`config.mk`:
```
export PLATFORM = sky130hd
export DESIGN_NAME = adcpc_top
export DESIGN_NICKNAME = d
export VERILOG_FILES = /design/src/adcpc_cmp.sv /design/src/adcpc_top.sv
export SDC_FILE = /design/constraint.sdc
export NUM_CORES = 1
export LEC_CHECK = 0
export BUFFER_PORTS_ARGS = -buffer_cell sky130_fd_sc_hd__buf_2
export CAP_MARGIN = 20
export CORE_AREA = 2 2 178 180
export CTS_CLUSTER_SIZE = 40
export DETAILED_ROUTE_END_ITERATION = 7
export DIE_AREA = 0 0 180 182
export PLACE_DENSITY = 0.83
export RECOVER_POWER = 50
export SYNTH_ARGS = -nofsm -noshare
export SYNTH_HDL_FRONTEND = slang
export SYNTH_HIERARCHICAL = 1
export SYNTH_SLANG_ARGS = --single-unit
```
`constraint.sdc`:
```
create_clock -name core_clk -period 18.3 [get_ports core_clk]
set_clock_uncertainty 0.2 [all_clocks]
set_input_delay 1.83 -clock core_clk [delete_from_list [all_inputs] [get_ports core_clk]]
set_output_delay 1.83 -clock core_clk [all_outputs]
set_load 0.02 [all_outputs]
```
`src/adcpc_cmp.sv`:
```
`timescale 1ns/1ps
package adcpc_pkg;
    localparam int RES_W  = 10;
    localparam int ACC_W  = 18;
    localparam int CNT_W  = 8;
    localparam int THR_W  = 16;
    localparam int ERR_W  = 20;
    localparam int ADDR_W = 8;
    localparam int DATA_W = 32;

    localparam logic [CNT_W-1:0] CNT_MAX = 8'hFF;
    localparam logic [ERR_W-1:0] ACC_MAX = 20'h3FFFF;

    // register byte offsets
    localparam logic [ADDR_W-1:0] REG_CTRL = 8'h00;
    localparam logic [ADDR_W-1:0] REG_REP  = 8'h04;
    localparam logic [ADDR_W-1:0] REG_UTH  = 8'h08;
    localparam logic [ADDR_W-1:0] REG_LTH  = 8'h0C;
    localparam logic [ADDR_W-1:0] REG_STPT = 8'h10;
    localparam logic [ADDR_W-1:0] REG_RES  = 8'h14;
    localparam logic [ADDR_W-1:0] REG_ACC  = 8'h18;
    localparam logic [ADDR_W-1:0] REG_FLTR = 8'h1C;
    localparam logic [ADDR_W-1:0] REG_STAT = 8'h20;
    localparam logic [ADDR_W-1:0] REG_ERR  = 8'h24;

    // control field positions
    localparam int CTRL_MODE_LSB  = 0;
    localparam int CTRL_DBL_BIT   = 3;
    localparam int CTRL_PSRC_BIT  = 4;
    localparam int CTRL_SHIFT_LSB = 8;
    localparam int CTRL_TMD_LSB   = 12;
    localparam int CTRL_ESEL_LSB  = 16;
    localparam int CTRL_CLR_BIT   = 24;
    // status and result field positions
    localparam int STAT_OVF_BIT   = 8;
    localparam int STAT_DONE_BIT  = 9;
    localparam int STAT_THR_BIT   = 10;
    localparam int RES_PREV_LSB   = 16;

    typedef enum logic [2:0] {
        ADCPC_BASIC = 3'h0,
        ADCPC_ACCUM = 3'h1,
        ADCPC_AVG   = 3'h2,
        ADCPC_BURST = 3'h3,
        ADCPC_LPF   = 3'h4
    } adcpc_mode_type;

    typedef enum logic [2:0] {
        ADCPC_T_NEVER   = 3'h0,
        ADCPC_T_LT_LO   = 3'h1,
        ADCPC_T_GE_LO   = 3'h2,
        ADCPC_T_INSIDE  = 3'h3,
        ADCPC_T_OUTSIDE = 3'h4,
        ADCPC_T_LE_HI   = 3'h5,
        ADCPC_T_GT_HI   = 3'h6,
        ADCPC_T_ALWAYS  = 3'h7
    } adcpc_tmd_type;

    typedef enum logic [2:0] {
        ADCPC_C_DERIV    = 3'h0,
        ADCPC_C_CVD      = 3'h1,
        ADCPC_C_STPT     = 3'h2,
        ADCPC_C_RES_FLT  = 3'h3,
        ADCPC_C_FLT_DERV = 3'h4,
        ADCPC_C_FLT_STPT = 3'h5,
        ADCPC_C_RSVD6    = 3'h6,
        ADCPC_C_RSVD7    = 3'h7
    } adcpc_error_select_a_type;

    function automatic logic adcpc_mapped(input logic [ADDR_W-1:0] a);
        return a == REG_CTRL || a == REG_REP || a == REG_UTH || a == REG_LTH || a == REG_STPT ||
               a == REG_RES || a == REG_ACC || a == REG_FLTR || a == REG_STAT || a == REG_ERR;
    endfunction
endpackage

module adcpc_cmp
    import adcpc_pkg::*;
(
    input  wire logic signed [ERR_W-1:0] err,
    input  wire logic signed [THR_W-1:0] uth,
    input  wire logic signed [THR_W-1:0] lth,
    input  wire adcpc_tmd_type           tmd,
    output logic                         hit
);
    logic signed [ERR_W-1:0] hi;
    logic signed [ERR_W-1:0] lo;

    always_comb begin
        hi = ERR_W'(uth);
        lo = ERR_W'(lth);
        // all comparisons signed
        unique case (tmd)
            ADCPC_T_NEVER:   hit = 1'b0;
            ADCPC_T_LT_LO:   hit = err < lo;
            ADCPC_T_GE_LO:   hit = err >= lo;
            ADCPC_T_INSIDE:  hit = err >= lo && err <= hi;
            ADCPC_T_OUTSIDE: hit = err < lo || err > hi;
            ADCPC_T_LE_HI:   hit = err <= hi;
            ADCPC_T_GT_HI:   hit = err > hi;
            ADCPC_T_ALWAYS:  hit = 1'b1;
        endcase
    end
endmodule

```
`src/adcpc_top.sv`:
```
`timescale 1ns/1ps
// Function
// - basic mode: no accumulation, test every sample
// - done flag every conversion; threshold flag conditional
// - accumulate mode adds result, advances counter
// - counter increments, holds at maximum
// - overflow flag when sum exceeds 18 bits
// - clear request zeroes accumulator, flag, counter
// - clearing completes within five clock cycles
// - filter output is accumulator shifted right
// - accumulate mode tests every sample, using the selected error
// - average mode tests once counter reaches target
// - average restart clears when target met
// - burst: clear at start, retrigger until target
// - lowpass: sample plus acc minus shifted acc
// - double sampling uses second minus first
// - overflow absent in basic; flags threshold
// - old result copied to previous when select zero
// - threshold comparisons are signed
module adcpc_top
    import adcpc_pkg::*;
(
    input  wire logic              core_clk,
    input  wire logic              rst_n,
    input  wire logic [ADDR_W-1:0] paddr,
    input  wire logic              psel,
    input  wire logic              penable,
    input  wire logic              pwrite,
    input  wire logic [DATA_W-1:0] pwdata,
    output logic      [DATA_W-1:0] prdata,
    output logic                   pready,
    output logic                   pslverr,
    input  wire logic              conv_done,
    input  wire logic [RES_W-1:0]  conv_data,
    input  wire logic              start_evt,
    output logic                   retrigger,
    output logic                   conversion_done_flag,
    output logic                   channel_threshold_flag,
    output logic                   accumulator_overflow_flag
);
    typedef struct packed {
        adcpc_mode_type    compute_mode_select;
        logic              double_sample_enable;
        logic              previous_source_select;
        logic [2:0]        shift_count_field;
        adcpc_tmd_type     tmd;
        adcpc_error_select_a_type    error_select_a;
        logic              accumulator_clear_request;
        logic [CNT_W-1:0]  repeat_target;
        logic [THR_W-1:0]  uth;
        logic [THR_W-1:0]  lth;
        logic [THR_W-1:0]  stpt;
        logic [RES_W-1:0]  conversion_result;
        logic [RES_W-1:0]  previous_result;
        logic [RES_W-1:0]  first;
        logic              phase;
        logic [ACC_W-1:0]  sum_accumulator;
        logic              accumulator_overflow_flag;
        logic [CNT_W-1:0]  sample_counter;
        logic [ACC_W-1:0]  filter_output;
        logic [ERR_W-1:0]  err;
        logic              conversion_done_flag;
        logic              channel_threshold_flag;
        logic              retrigger;
        logic [DATA_W-1:0] prdata;
    } adcpc_state_type;

    adcpc_state_type st_ff;
    adcpc_state_type nxt_st;

    logic                    cycle_done;
    logic                    wr;
    logic                    hit;
    logic                    test;
    logic                    ovf;
    logic signed [ERR_W-1:0] samp;
    logic signed [ERR_W-1:0] sum;
    logic signed [ERR_W-1:0] err_c;
    logic signed [ERR_W-1:0] res_s;
    logic signed [ERR_W-1:0] prv_s;
    logic signed [ERR_W-1:0] flt_s;
    logic signed [ERR_W-1:0] stp_s;
    logic [ACC_W-1:0]        acc_b;
    logic [CNT_W-1:0]        cnt_b;
    logic [CNT_W-1:0]        cnt_n;

    assign wr         = psel && penable && pwrite;
    // with double sampling a cycle needs the second conversion
    assign cycle_done = conv_done && (!st_ff.double_sample_enable || st_ff.phase);

    adcpc_cmp u_cmp (
        .err (err_c),
        .uth (st_ff.uth),
        .lth (st_ff.lth),
        .tmd (st_ff.tmd),
        .hit (hit)
    );

    always_comb begin
        nxt_st = st_ff;
        nxt_st.retrigger = 1'b0;
        samp  = '0;
        sum   = '0;
        ovf   = 1'b0;
        test  = 1'b0;
        err_c = '0;
        cnt_n = '0;
        acc_b = st_ff.sum_accumulator;
        cnt_b = st_ff.sample_counter;

        if (st_ff.accumulator_clear_request) begin
            // one-cycle clear, well inside the five-cycle allowance
            acc_b = '0;
            cnt_b = '0;
            nxt_st.accumulator_overflow_flag = 1'b0;
            nxt_st.accumulator_clear_request = 1'b0;
        end else if (start_evt) begin
            if (st_ff.compute_mode_select == ADCPC_BURST ||
                (st_ff.compute_mode_select == ADCPC_AVG && cnt_b >= st_ff.repeat_target)) begin
                acc_b = '0;
                cnt_b = '0;
            end
        end

        // second minus first when double sampling
        samp = ERR_W'(conv_data) - (st_ff.double_sample_enable ? ERR_W'(st_ff.first) : ERR_W'(0));
        if (st_ff.compute_mode_select == ADCPC_LPF) begin
            sum = ERR_W'(acc_b) + samp - ERR_W'(acc_b >> st_ff.shift_count_field);
        end else begin
            sum = ERR_W'(acc_b) + samp;
        end
        cnt_n = (cnt_b == CNT_MAX) ? cnt_b : cnt_b + CNT_W'(1);

        if (conv_done) begin
            nxt_st.conversion_done_flag = 1'b1;
            nxt_st.phase = st_ff.double_sample_enable ? !st_ff.phase : 1'b0;
            if (!st_ff.phase) begin
                nxt_st.first = conv_data;
            end
            if (!st_ff.previous_source_select) begin
                nxt_st.previous_result = st_ff.conversion_result;
            end else begin
                nxt_st.previous_result = st_ff.filter_output[RES_W-1:0];
            end
            nxt_st.conversion_result = conv_data;
        end

        if (cycle_done && !st_ff.accumulator_clear_request) begin
            if (st_ff.compute_mode_select == ADCPC_BASIC) begin
                test = 1'b1;
            end else begin
                acc_b = sum[ACC_W-1:0];
                cnt_b = cnt_n;
                ovf   = sum > $signed(ACC_MAX);
                unique case (st_ff.compute_mode_select)
                    ADCPC_ACCUM: test = 1'b1;
                    ADCPC_BURST: begin
                        test = cnt_n >= st_ff.repeat_target;
                        nxt_st.retrigger = cnt_n < st_ff.repeat_target;
                    end
                    default:     test = cnt_n >= st_ff.repeat_target;
                endcase
            end
        end

        nxt_st.sum_accumulator = acc_b;
        nxt_st.sample_counter  = cnt_b;
        nxt_st.filter_output   = acc_b >> st_ff.shift_count_field;
        if (ovf) begin
            nxt_st.accumulator_overflow_flag = 1'b1;
        end

        // error from freshly stored values
        res_s = ERR_W'(conv_data);
        prv_s = st_ff.double_sample_enable ? ERR_W'(st_ff.first) : ERR_W'(st_ff.conversion_result);
        flt_s = ERR_W'(nxt_st.filter_output);
        stp_s = ERR_W'($signed(st_ff.stpt));
        unique case (st_ff.error_select_a)
            ADCPC_C_STPT:     err_c = res_s - stp_s;
            ADCPC_C_RES_FLT:  err_c = res_s - flt_s;
            ADCPC_C_FLT_DERV: err_c = flt_s - ERR_W'(st_ff.filter_output);
            ADCPC_C_FLT_STPT: err_c = flt_s - stp_s;
            default:          err_c = res_s - prv_s;
        endcase
        if (test) begin
            nxt_st.err = err_c;
        end

        // register writes; hardware sets win over software clears
        if (wr) begin
            unique case (paddr)
                REG_CTRL: begin
                    nxt_st.compute_mode_select    = adcpc_mode_type'(pwdata[CTRL_MODE_LSB +: 3]);
                    nxt_st.double_sample_enable   = pwdata[CTRL_DBL_BIT];
                    nxt_st.previous_source_select = pwdata[CTRL_PSRC_BIT];
                    nxt_st.shift_count_field      = pwdata[CTRL_SHIFT_LSB +: 3];
                    nxt_st.tmd                    = adcpc_tmd_type'(pwdata[CTRL_TMD_LSB +: 3]);
                    nxt_st.error_select_a         = adcpc_error_select_a_type'(pwdata[CTRL_ESEL_LSB +: 3]);
                    if (pwdata[CTRL_CLR_BIT]) begin
                        nxt_st.accumulator_clear_request = 1'b1;
                    end
                end
                REG_REP:  nxt_st.repeat_target = pwdata[CNT_W-1:0];
                REG_UTH:  nxt_st.uth = pwdata[THR_W-1:0];
                REG_LTH:  nxt_st.lth = pwdata[THR_W-1:0];
                REG_STPT: nxt_st.stpt = pwdata[THR_W-1:0];
                REG_STAT: begin
                    if (pwdata[STAT_DONE_BIT] && !conv_done) begin
                        nxt_st.conversion_done_flag = 1'b0;
                    end
                    if (pwdata[STAT_THR_BIT]) begin
                        nxt_st.channel_threshold_flag = 1'b0;
                    end
                end
                default: ;
            endcase
        end
        // overflow reported alongside threshold
        if (test && (hit || st_ff.accumulator_overflow_flag || ovf)) begin
            nxt_st.channel_threshold_flag = 1'b1;
        end

        // read data captured in setup so it stands through access
        if (psel && !penable) begin
            nxt_st.prdata = '0;
            unique case (paddr)
                REG_CTRL: begin
                    nxt_st.prdata[CTRL_MODE_LSB +: 3] = st_ff.compute_mode_select;
                    nxt_st.prdata[CTRL_DBL_BIT]        = st_ff.double_sample_enable;
                    nxt_st.prdata[CTRL_PSRC_BIT]       = st_ff.previous_source_select;
                    nxt_st.prdata[CTRL_SHIFT_LSB +: 3] = st_ff.shift_count_field;
                    nxt_st.prdata[CTRL_TMD_LSB +: 3]   = st_ff.tmd;
                    nxt_st.prdata[CTRL_ESEL_LSB +: 3]  = st_ff.error_select_a;
                    nxt_st.prdata[CTRL_CLR_BIT]        = st_ff.accumulator_clear_request;
                end
                REG_REP:  nxt_st.prdata[CNT_W-1:0] = st_ff.repeat_target;
                REG_UTH:  nxt_st.prdata[THR_W-1:0] = st_ff.uth;
                REG_LTH:  nxt_st.prdata[THR_W-1:0] = st_ff.lth;
                REG_STPT: nxt_st.prdata[THR_W-1:0] = st_ff.stpt;
                REG_RES: begin
                    nxt_st.prdata[RES_W-1:0]                = st_ff.conversion_result;
                    nxt_st.prdata[RES_PREV_LSB +: RES_W]   = st_ff.previous_result;
                end
                REG_ACC:  nxt_st.prdata[ACC_W-1:0] = st_ff.sum_accumulator;
                REG_FLTR: nxt_st.prdata[ACC_W-1:0] = st_ff.filter_output;
                REG_STAT: begin
                    nxt_st.prdata[CNT_W-1:0]     = st_ff.sample_counter;
                    nxt_st.prdata[STAT_OVF_BIT]  = st_ff.accumulator_overflow_flag;
                    nxt_st.prdata[STAT_DONE_BIT] = st_ff.conversion_done_flag;
                    nxt_st.prdata[STAT_THR_BIT]  = st_ff.channel_threshold_flag;
                end
                REG_ERR:  nxt_st.prdata[ERR_W-1:0] = st_ff.err;
                default:  nxt_st.prdata = '0;
            endcase
        end
    end

    always_ff @(posedge core_clk or negedge rst_n) begin
        if (!rst_n) begin
            st_ff <= '0;
        end else begin
            st_ff <= nxt_st;
        end
    end

    assign prdata                    = st_ff.prdata;
    assign pready                    = 1'b1;
    assign pslverr                   = psel && penable && !adcpc_mapped(paddr);
    assign retrigger                 = st_ff.retrigger;
    assign conversion_done_flag      = st_ff.conversion_done_flag;
    assign channel_threshold_flag    = st_ff.channel_threshold_flag;
    assign accumulator_overflow_flag = st_ff.accumulator_overflow_flag;

    localparam int CLR_LO = 1;
    localparam int CLR_HI = 5;
endmodule

```
Word-level counts from Yosys, hierarchy flattened
Cells that the tools add are included.
- flip-flop bits (word level): 196
- latch bits: 0
- RAM bits: 0
- ROM bits: 0
- bits of input ports: 57
- output and inout port bits: 38
- word-level logic and storage cells: 167
- memories: 0
- add/sub/neg operators: 9
- multiply operators: 0
- divide/modulo/power cells: 0
- $lt $le $gt $ge: 8
- eq/ne operators: 25
- shifts and indexed selects: 2
- mux-type cells: 54
- bitwise operators: 1
- reduce and logical (&&, ||, !) cells: 44
- operator list (kind ; count):
    18-bit 2-to-1 mux ; 5
    20-bit one-hot mux with 4 select lines ; 1
    57-bit 2-to-1 mux ; 1
    8-bit 2-to-1 mux ; 7
    5-bit one-hot mux with 10 select lines ; 1
    16-bit 2-to-1 mux ; 3
    8-bit by 5-bit equality test with 1-bit output, second input constant ; 4
    10-bit 2-to-1 mux ; 3
    3-bit one-hot mux with 9 select lines ; 1
    10-bit by 10-bit subtractor with 11-bit output ; 2
    3-bit equality test, second input constant ; 7
    3-bit one-hot mux with 7 select lines ; 1
    19-bit by 11-bit adder with 20-bit output ; 1
    20-bit by 16-bit >= comparator with 1-bit output ; 1
    20-bit by 16-bit greater-than comparator with 1-bit output ; 1
    20-bit by 19-bit greater-than comparator with 1-bit output, second input constant ; 1
    20-bit by 16-bit less-or-equal comparator with 1-bit output ; 1
    20-bit by 16-bit < comparator with 1-bit output ; 1
    20-bit 2-to-1 mux ; 1
    18-bit by 3-bit >> shifter with 20-bit output ; 1
    19-bit by 16-bit subtractor with 20-bit output ; 1
    20-bit subtractor ; 1
    10-bit by 18-bit subtractor with 19-bit output ; 1
    18-bit by 18-bit subtractor with 19-bit output ; 1
    29 further kinds ; 95

Logic depth before layout (Yosys ltp)
- depth after elaboration: 22
- depth in mapped cells: 57

By module
Netlist, hierarchy kept.
- by module, submodules not included (module ; times used ; cells an instance ; area an instance (µm²) ; sequential area each (µm²)):
    adcpc_top ; 1 ; 1897 ; 16653.5 ; 4904.7
    adcpc_cmp ; 1 ; 151 ; 1101.1 ; 0.0

Worst setup path before layout
Ideal clock, no wire load.
- kind: input-to-reg
- start point: in conv_data[0]
- end point: reg st_ff (netlist bit channel_threshold_flag)
- setup time: 121 ps
- arrival time: 11904 ps
- path slack: 6075 ps
- cell stages on the path: 53
- cell sequence: inv_1 > ha_1 > inv_1 > fa_1 > a21o_1 > a21oi_1 > o21ai_0 > a21oi_1 > o21bai_1 > a21oi_1 > o21bai_1 > a21oi_1 > ha_1 > a21oi_1 > o21a_1 > o22ai_1 > nor2_1 > xnor2_1 > [17 not listed] > a21oi_1 > a21oi_1 > o21ai_0 > nand3_1 > nand2_1 > xnor2_1 > a221oi_1 > o21ai_1 > ha_1 > nand4_2 > or4_4 > a2bb2oi_1 > and3_1 > a311o_1 > mux2_4 > o211a_1 > a211o_1 > a22o_1
- longest elaborated chain between the ends: 17
- elaborated cells on any way between the ends: 31
- those cells by class: add/sub: 8; order compare: 5; shift: 1; mux: 8; reduce/logical: 9
- ends and longest elaborated chain (element ; RTL line ; source):
    from (decl) ; adcpc_top.sv:34 ; input wire logic [RES_W-1:0] conv_data,
    10-bit by 10-bit subtractor with 11-bit output * ; adcpc_top.sv:126 ; samp = ERR_W'(conv_data) - (st_ff.double_sample_enable ? ERR_W'(st_ff.first) : ERR_W'(0));
    19-bit by 11-bit adder with 20-bit output * ; adcpc_top.sv:128, adcpc_top.sv:130 ;
    20-bit subtractor ; adcpc_top.sv:128 ; sum = ERR_W'(acc_b) + samp - ERR_W'(acc_b >> st_ff.shift_count_field);
    20-bit 2-to-1 mux * ; adcpc_top.sv:127 ; if (st_ff.compute_mode_select == ADCPC_LPF) begin
    18-bit 2-to-1 mux * ; adcpc_top.sv:149 ; if (st_ff.compute_mode_select == ADCPC_BASIC) begin
    18-bit 2-to-1 mux * ; adcpc_top.sv:148 ; if (cycle_done && !st_ff.accumulator_clear_request) begin
    named net acc_b[13] ; adcpc_top.sv:83 ; logic [ACC_W-1:0] acc_b;
    18-bit by 3-bit >> shifter with 18-bit output * ; adcpc_top.sv:168 ; nxt_st.filter_output = acc_b >> st_ff.shift_count_field;
    named net flt_s[7] ; adcpc_top.sv:81 ; logic signed [ERR_W-1:0] flt_s;
    [2 not listed] ; n/a ;
    named net err_c[17] ; adcpc_top.sv:78 ; logic signed [ERR_W-1:0] err_c;
    20-bit by 16-bit < comparator with 1-bit output, or another cell as far along ; adcpc_cmp.sv:94, adcpc_cmp.sv:97 ;
    1-bit logical OR / 1-bit logical AND (equally long branches) ; adcpc_cmp.sv:97, adcpc_cmp.sv:96 ;
    1-bit one-hot mux with 8 select lines * ; adcpc_cmp.sv:92 ; unique case (tmd)
    named net hit ; adcpc_top.sv:73 ; logic hit;
    1-bit logical OR * (2 in series) ; adcpc_top.sv:219 ; if (test && (hit || st_ff.accumulator_overflow_flag || ovf)) begin
    1-bit logical AND * ; adcpc_top.sv:219 ;
    2-bit nonzero test (no line) ; n/a ;
    3-bit AND reduction (no line) ; n/a ;
    to (signal assigned) ; adcpc_top.sv:262 ; st_ff <= nxt_st;
    to (decl) ; adcpc_top.sv:68 ; adcpc_state_type st_ff;
Mark *: on every way through the listed nets, which the timed path passes. The rest lies on a longest branch.
A chain may end at the register's enable or synchronous reset.

Worst setup path in the final report
Ends and elaborated chain as after synthesis.

==> results.yml <==
status:
  status: "complete, but fails checks"
  violations: "DRC, capacitance limit, slew limit"
global_route:
  grt_use_met3: 0.0650
  gr-total-overflow: 0
  grt_pass1_wl_mm: 86.3
  grt_util_met1: 0.449
  grt-busiest-layer: "met2"
  antenna_found_initial: 1
  met2_usage: 0.513
  grt_usage: 0.332
  grt_pass1_vias: 15898
  grt_max_degree: 70
pwr:
  power_density_nw_per_um2: 131
  power_frac_clock: 0.158
  comb_power_share: 0.618
  total_power_w: 0.00248
  power_switching_w: 0.00115
  p_leak_nw: 8.47
  switching_share: 0.466
  irDropWorstVdd_mv: 0.0993
  p_int_w: 0.00132
  power_frac_seq: 0.224
routing:
  num_vias: 16461
  wire_per_inst_um: 22.0
  dr.pass1.iters: 8
  ant_nets: 0
  wirelength_mm: 54.5
  via_per_inst: 6.66
  drt_iter0_markers: 2016
  drc: 2
clock_network:
  clock_sinks: 196
  htree_levels: 4
  clk_latency_ns: 0.46
  cts_resized: 0
  hold_buffers: 0
  cts_setup_buffers: 0
  cts_tree: "done"
  clk_path_buf_depth: 2
  cts_root_buf: "clkbuf_16"
  clk_pin_slew_ns: 0.08
  cts_made_buffers: 17
critical_path:
  end_kind: "flop"
  crit_path_max_incr_delay_ns: 0.58
  critPathRequiredTime_ns: 18.43
  cp_max_fo: 11
  cp-start-kind: "input port"
  cp_slowest_cell: "or4_4"
  crit_type: "input port to flop"
  path_common_cell: "a21oi_1"
  worstPathArrival_ns: 13.69
sta:
  rsz0062_at_grt: "no"
  max_freq_ghz: 0.0737
  timing.final.crit_period_ns: 13.56
  fin_hold_ws_ns: 0.280
  setup_viol: 0
  worst_pin_slew_ns: 3.88
  finalWorstSetupSlack_ns: 4.74
  tns_ns: 0
  hold_viol: 0
  finalMaxSlewViolations: 195
  layout_worst_path_cycle_share: 0.741
  max_slew_margin: -1.59
placement:
  place_ws_ns: 4.10
  place_area_um2: 18300
  gp_congestion: 1.00
  port_buffers: 75
  dpl.hpwl_mm: 41.7
logic_synthesis:
  synth.distinct_cells: 94
  ys_seq_area_frac: 0.276
  ys_warn_count: 6
  synth_edf_count: 0
  synthCells: 2048
  synth.avg_cell_area_um2: 8.67
  synth_seq_cells: 196
  synthArstFlopShare: 1.00
  syn_area_um2: 17800
  ys.flop_type: "dfrtp_1"
cells_and_area:
  nets: 2292
  areaGrowthSynthToFinish_pct: 6.06
  layout-drive-gt1-share: 0.125
  final_common_cell: "dfrtp_1"
  fin_area_um2: 18800
  final_cell_mix: "196 x dfrtp_1, 170 x nand2_1, 170 x ha_1"
floorplanning:
  die_w_um: 180
  fp.dieH_um: 182
  die_area_um2: 32800
  ios: 95
  core_area_um2: 31000
  row_count: 65
  initial_core_util: 0.573
worst_hold_path:
  holdCritPathClass: "flop to flop"
flow_run:
  drv_cap: 4
-- per-layer routing --
metal / vias to the layer above / wire length (um)
li1: 7449 / -
met1: 7880 / 22200
met2: 957 / 23700
met3: 175 / 5810
met4: 0 / 2710
met5: - / 0
-- logic make-up after synthesis --
logic type | count (synthesis) | synth area share
compound gates | 563 | 0.219
xor+xnor | 91 | 0.0449
fa+ha+maj | 180 | 0.130
buf+inv | 265 | 0.0638
flops | 196 | 0.276
mux | 178 | 0.111
other cells | 2 | 0.000423
simple gates | 573 | 0.154
-- power groups by stage --
stage,clock (W),sequential (W),combinational [W]
6_report,0.000391,0.000555,0.00153
5_1_grt,0.000410,0.000558,0.00169
4_1_cts,0.000392,0.000550,0.00150
3_5_place_dp,0,0.000558,0.00148
3_3_place_gp,0,0.000555,0.00143
2_1_floorplan,0,0.000527,0.00118
-- state kept, by name, indices dropped and copies added, names as in the netlist --
register	flops
st_ff	166
prdata	26
accumulator_overflow_flag	1
channel_threshold_flag	1
conversion_done_flag	1
retrigger	1
-- final cells by class --
class	instances	area, um^2
inverters	149	559
repair buffers	101	522
multi-input cells	1592	11700
well taps	402	503
diodes	1	2.50
flip-flops and latches	196	4900
clock inverters	15	166
fillers	2636	12200
clock buffers	17	425
-- Yosys cell counts (all sizes together), types with 18 or more instances --
| cell | number | area (um^2) |
|---|---|---|
| dfrtp | 196 | 4900 |
| inv | 149 | 559 |
| nand2b | 26 | 163 |
| a211oi | 26 | 200 |
| mux2i | 50 | 504 |
| o21ai | 109 | 549 |
| buf | 57 | 352 |
| o21a | 28 | 218 |
| mux2 | 126 | 1430 |
| clkbuf | 59 | 221 |
| a221oi | 30 | 263 |
| nor2 | 166 | 631 |
| nor2b | 29 | 181 |
| xnor2 | 65 | 569 |
| a22oi | 37 | 283 |
| a21o | 34 | 255 |
| a21oi | 117 | 589 |
| and3 | 18 | 113 |
| nand2 | 171 | 649 |
| a31oi | 31 | 194 |
| xor2 | 26 | 228 |
| a21boi | 18 | 135 |
| ha | 170 | 2130 |
| nor3 | 31 | 155 |
| nand3 | 46 | 230 |
-- path summary, 6_finish.rpt --
kind	start	endpoint	slack (ns)	cells past startpoint
max	conv_data[0]	channel_threshold_flag	4.74	54
min	prdata[25]	prdata[25]	0.28	2
max reg2reg	st_ff[80]	channel_threshold_flag	5.36	50
min reg2reg	prdata[25]	prdata[25]	0.28	2
max in group asynchronous	rst_n	prdata[14]	10.48	3
min in group asynchronous	rst_n	st_ff[82]	2.52	1
-- critical path: cells and delay by family --
family	cells	cell delay [ns]
xor gates and xnor gates	2	0.23
adders and majority gates	6	2.16
AOI/OAI and AO/OA	27	6.05
and+or+nand+nor	12	1.95
muxes	2	0.79
buffers and inverters	5	0.66
-- stage by stage --
stage | util | instances
6_report | 0.608 | 2473
5_1_grt | 0.608 | 2472
4_1_cts | 0.609 | 2471
3_5_place_dp | 0.590 | 2439
3_3_place_gp | 0.590 | 2438
2_1_floorplan | - | 2053
No activity file was read; power rests on OpenSTA's default activity.
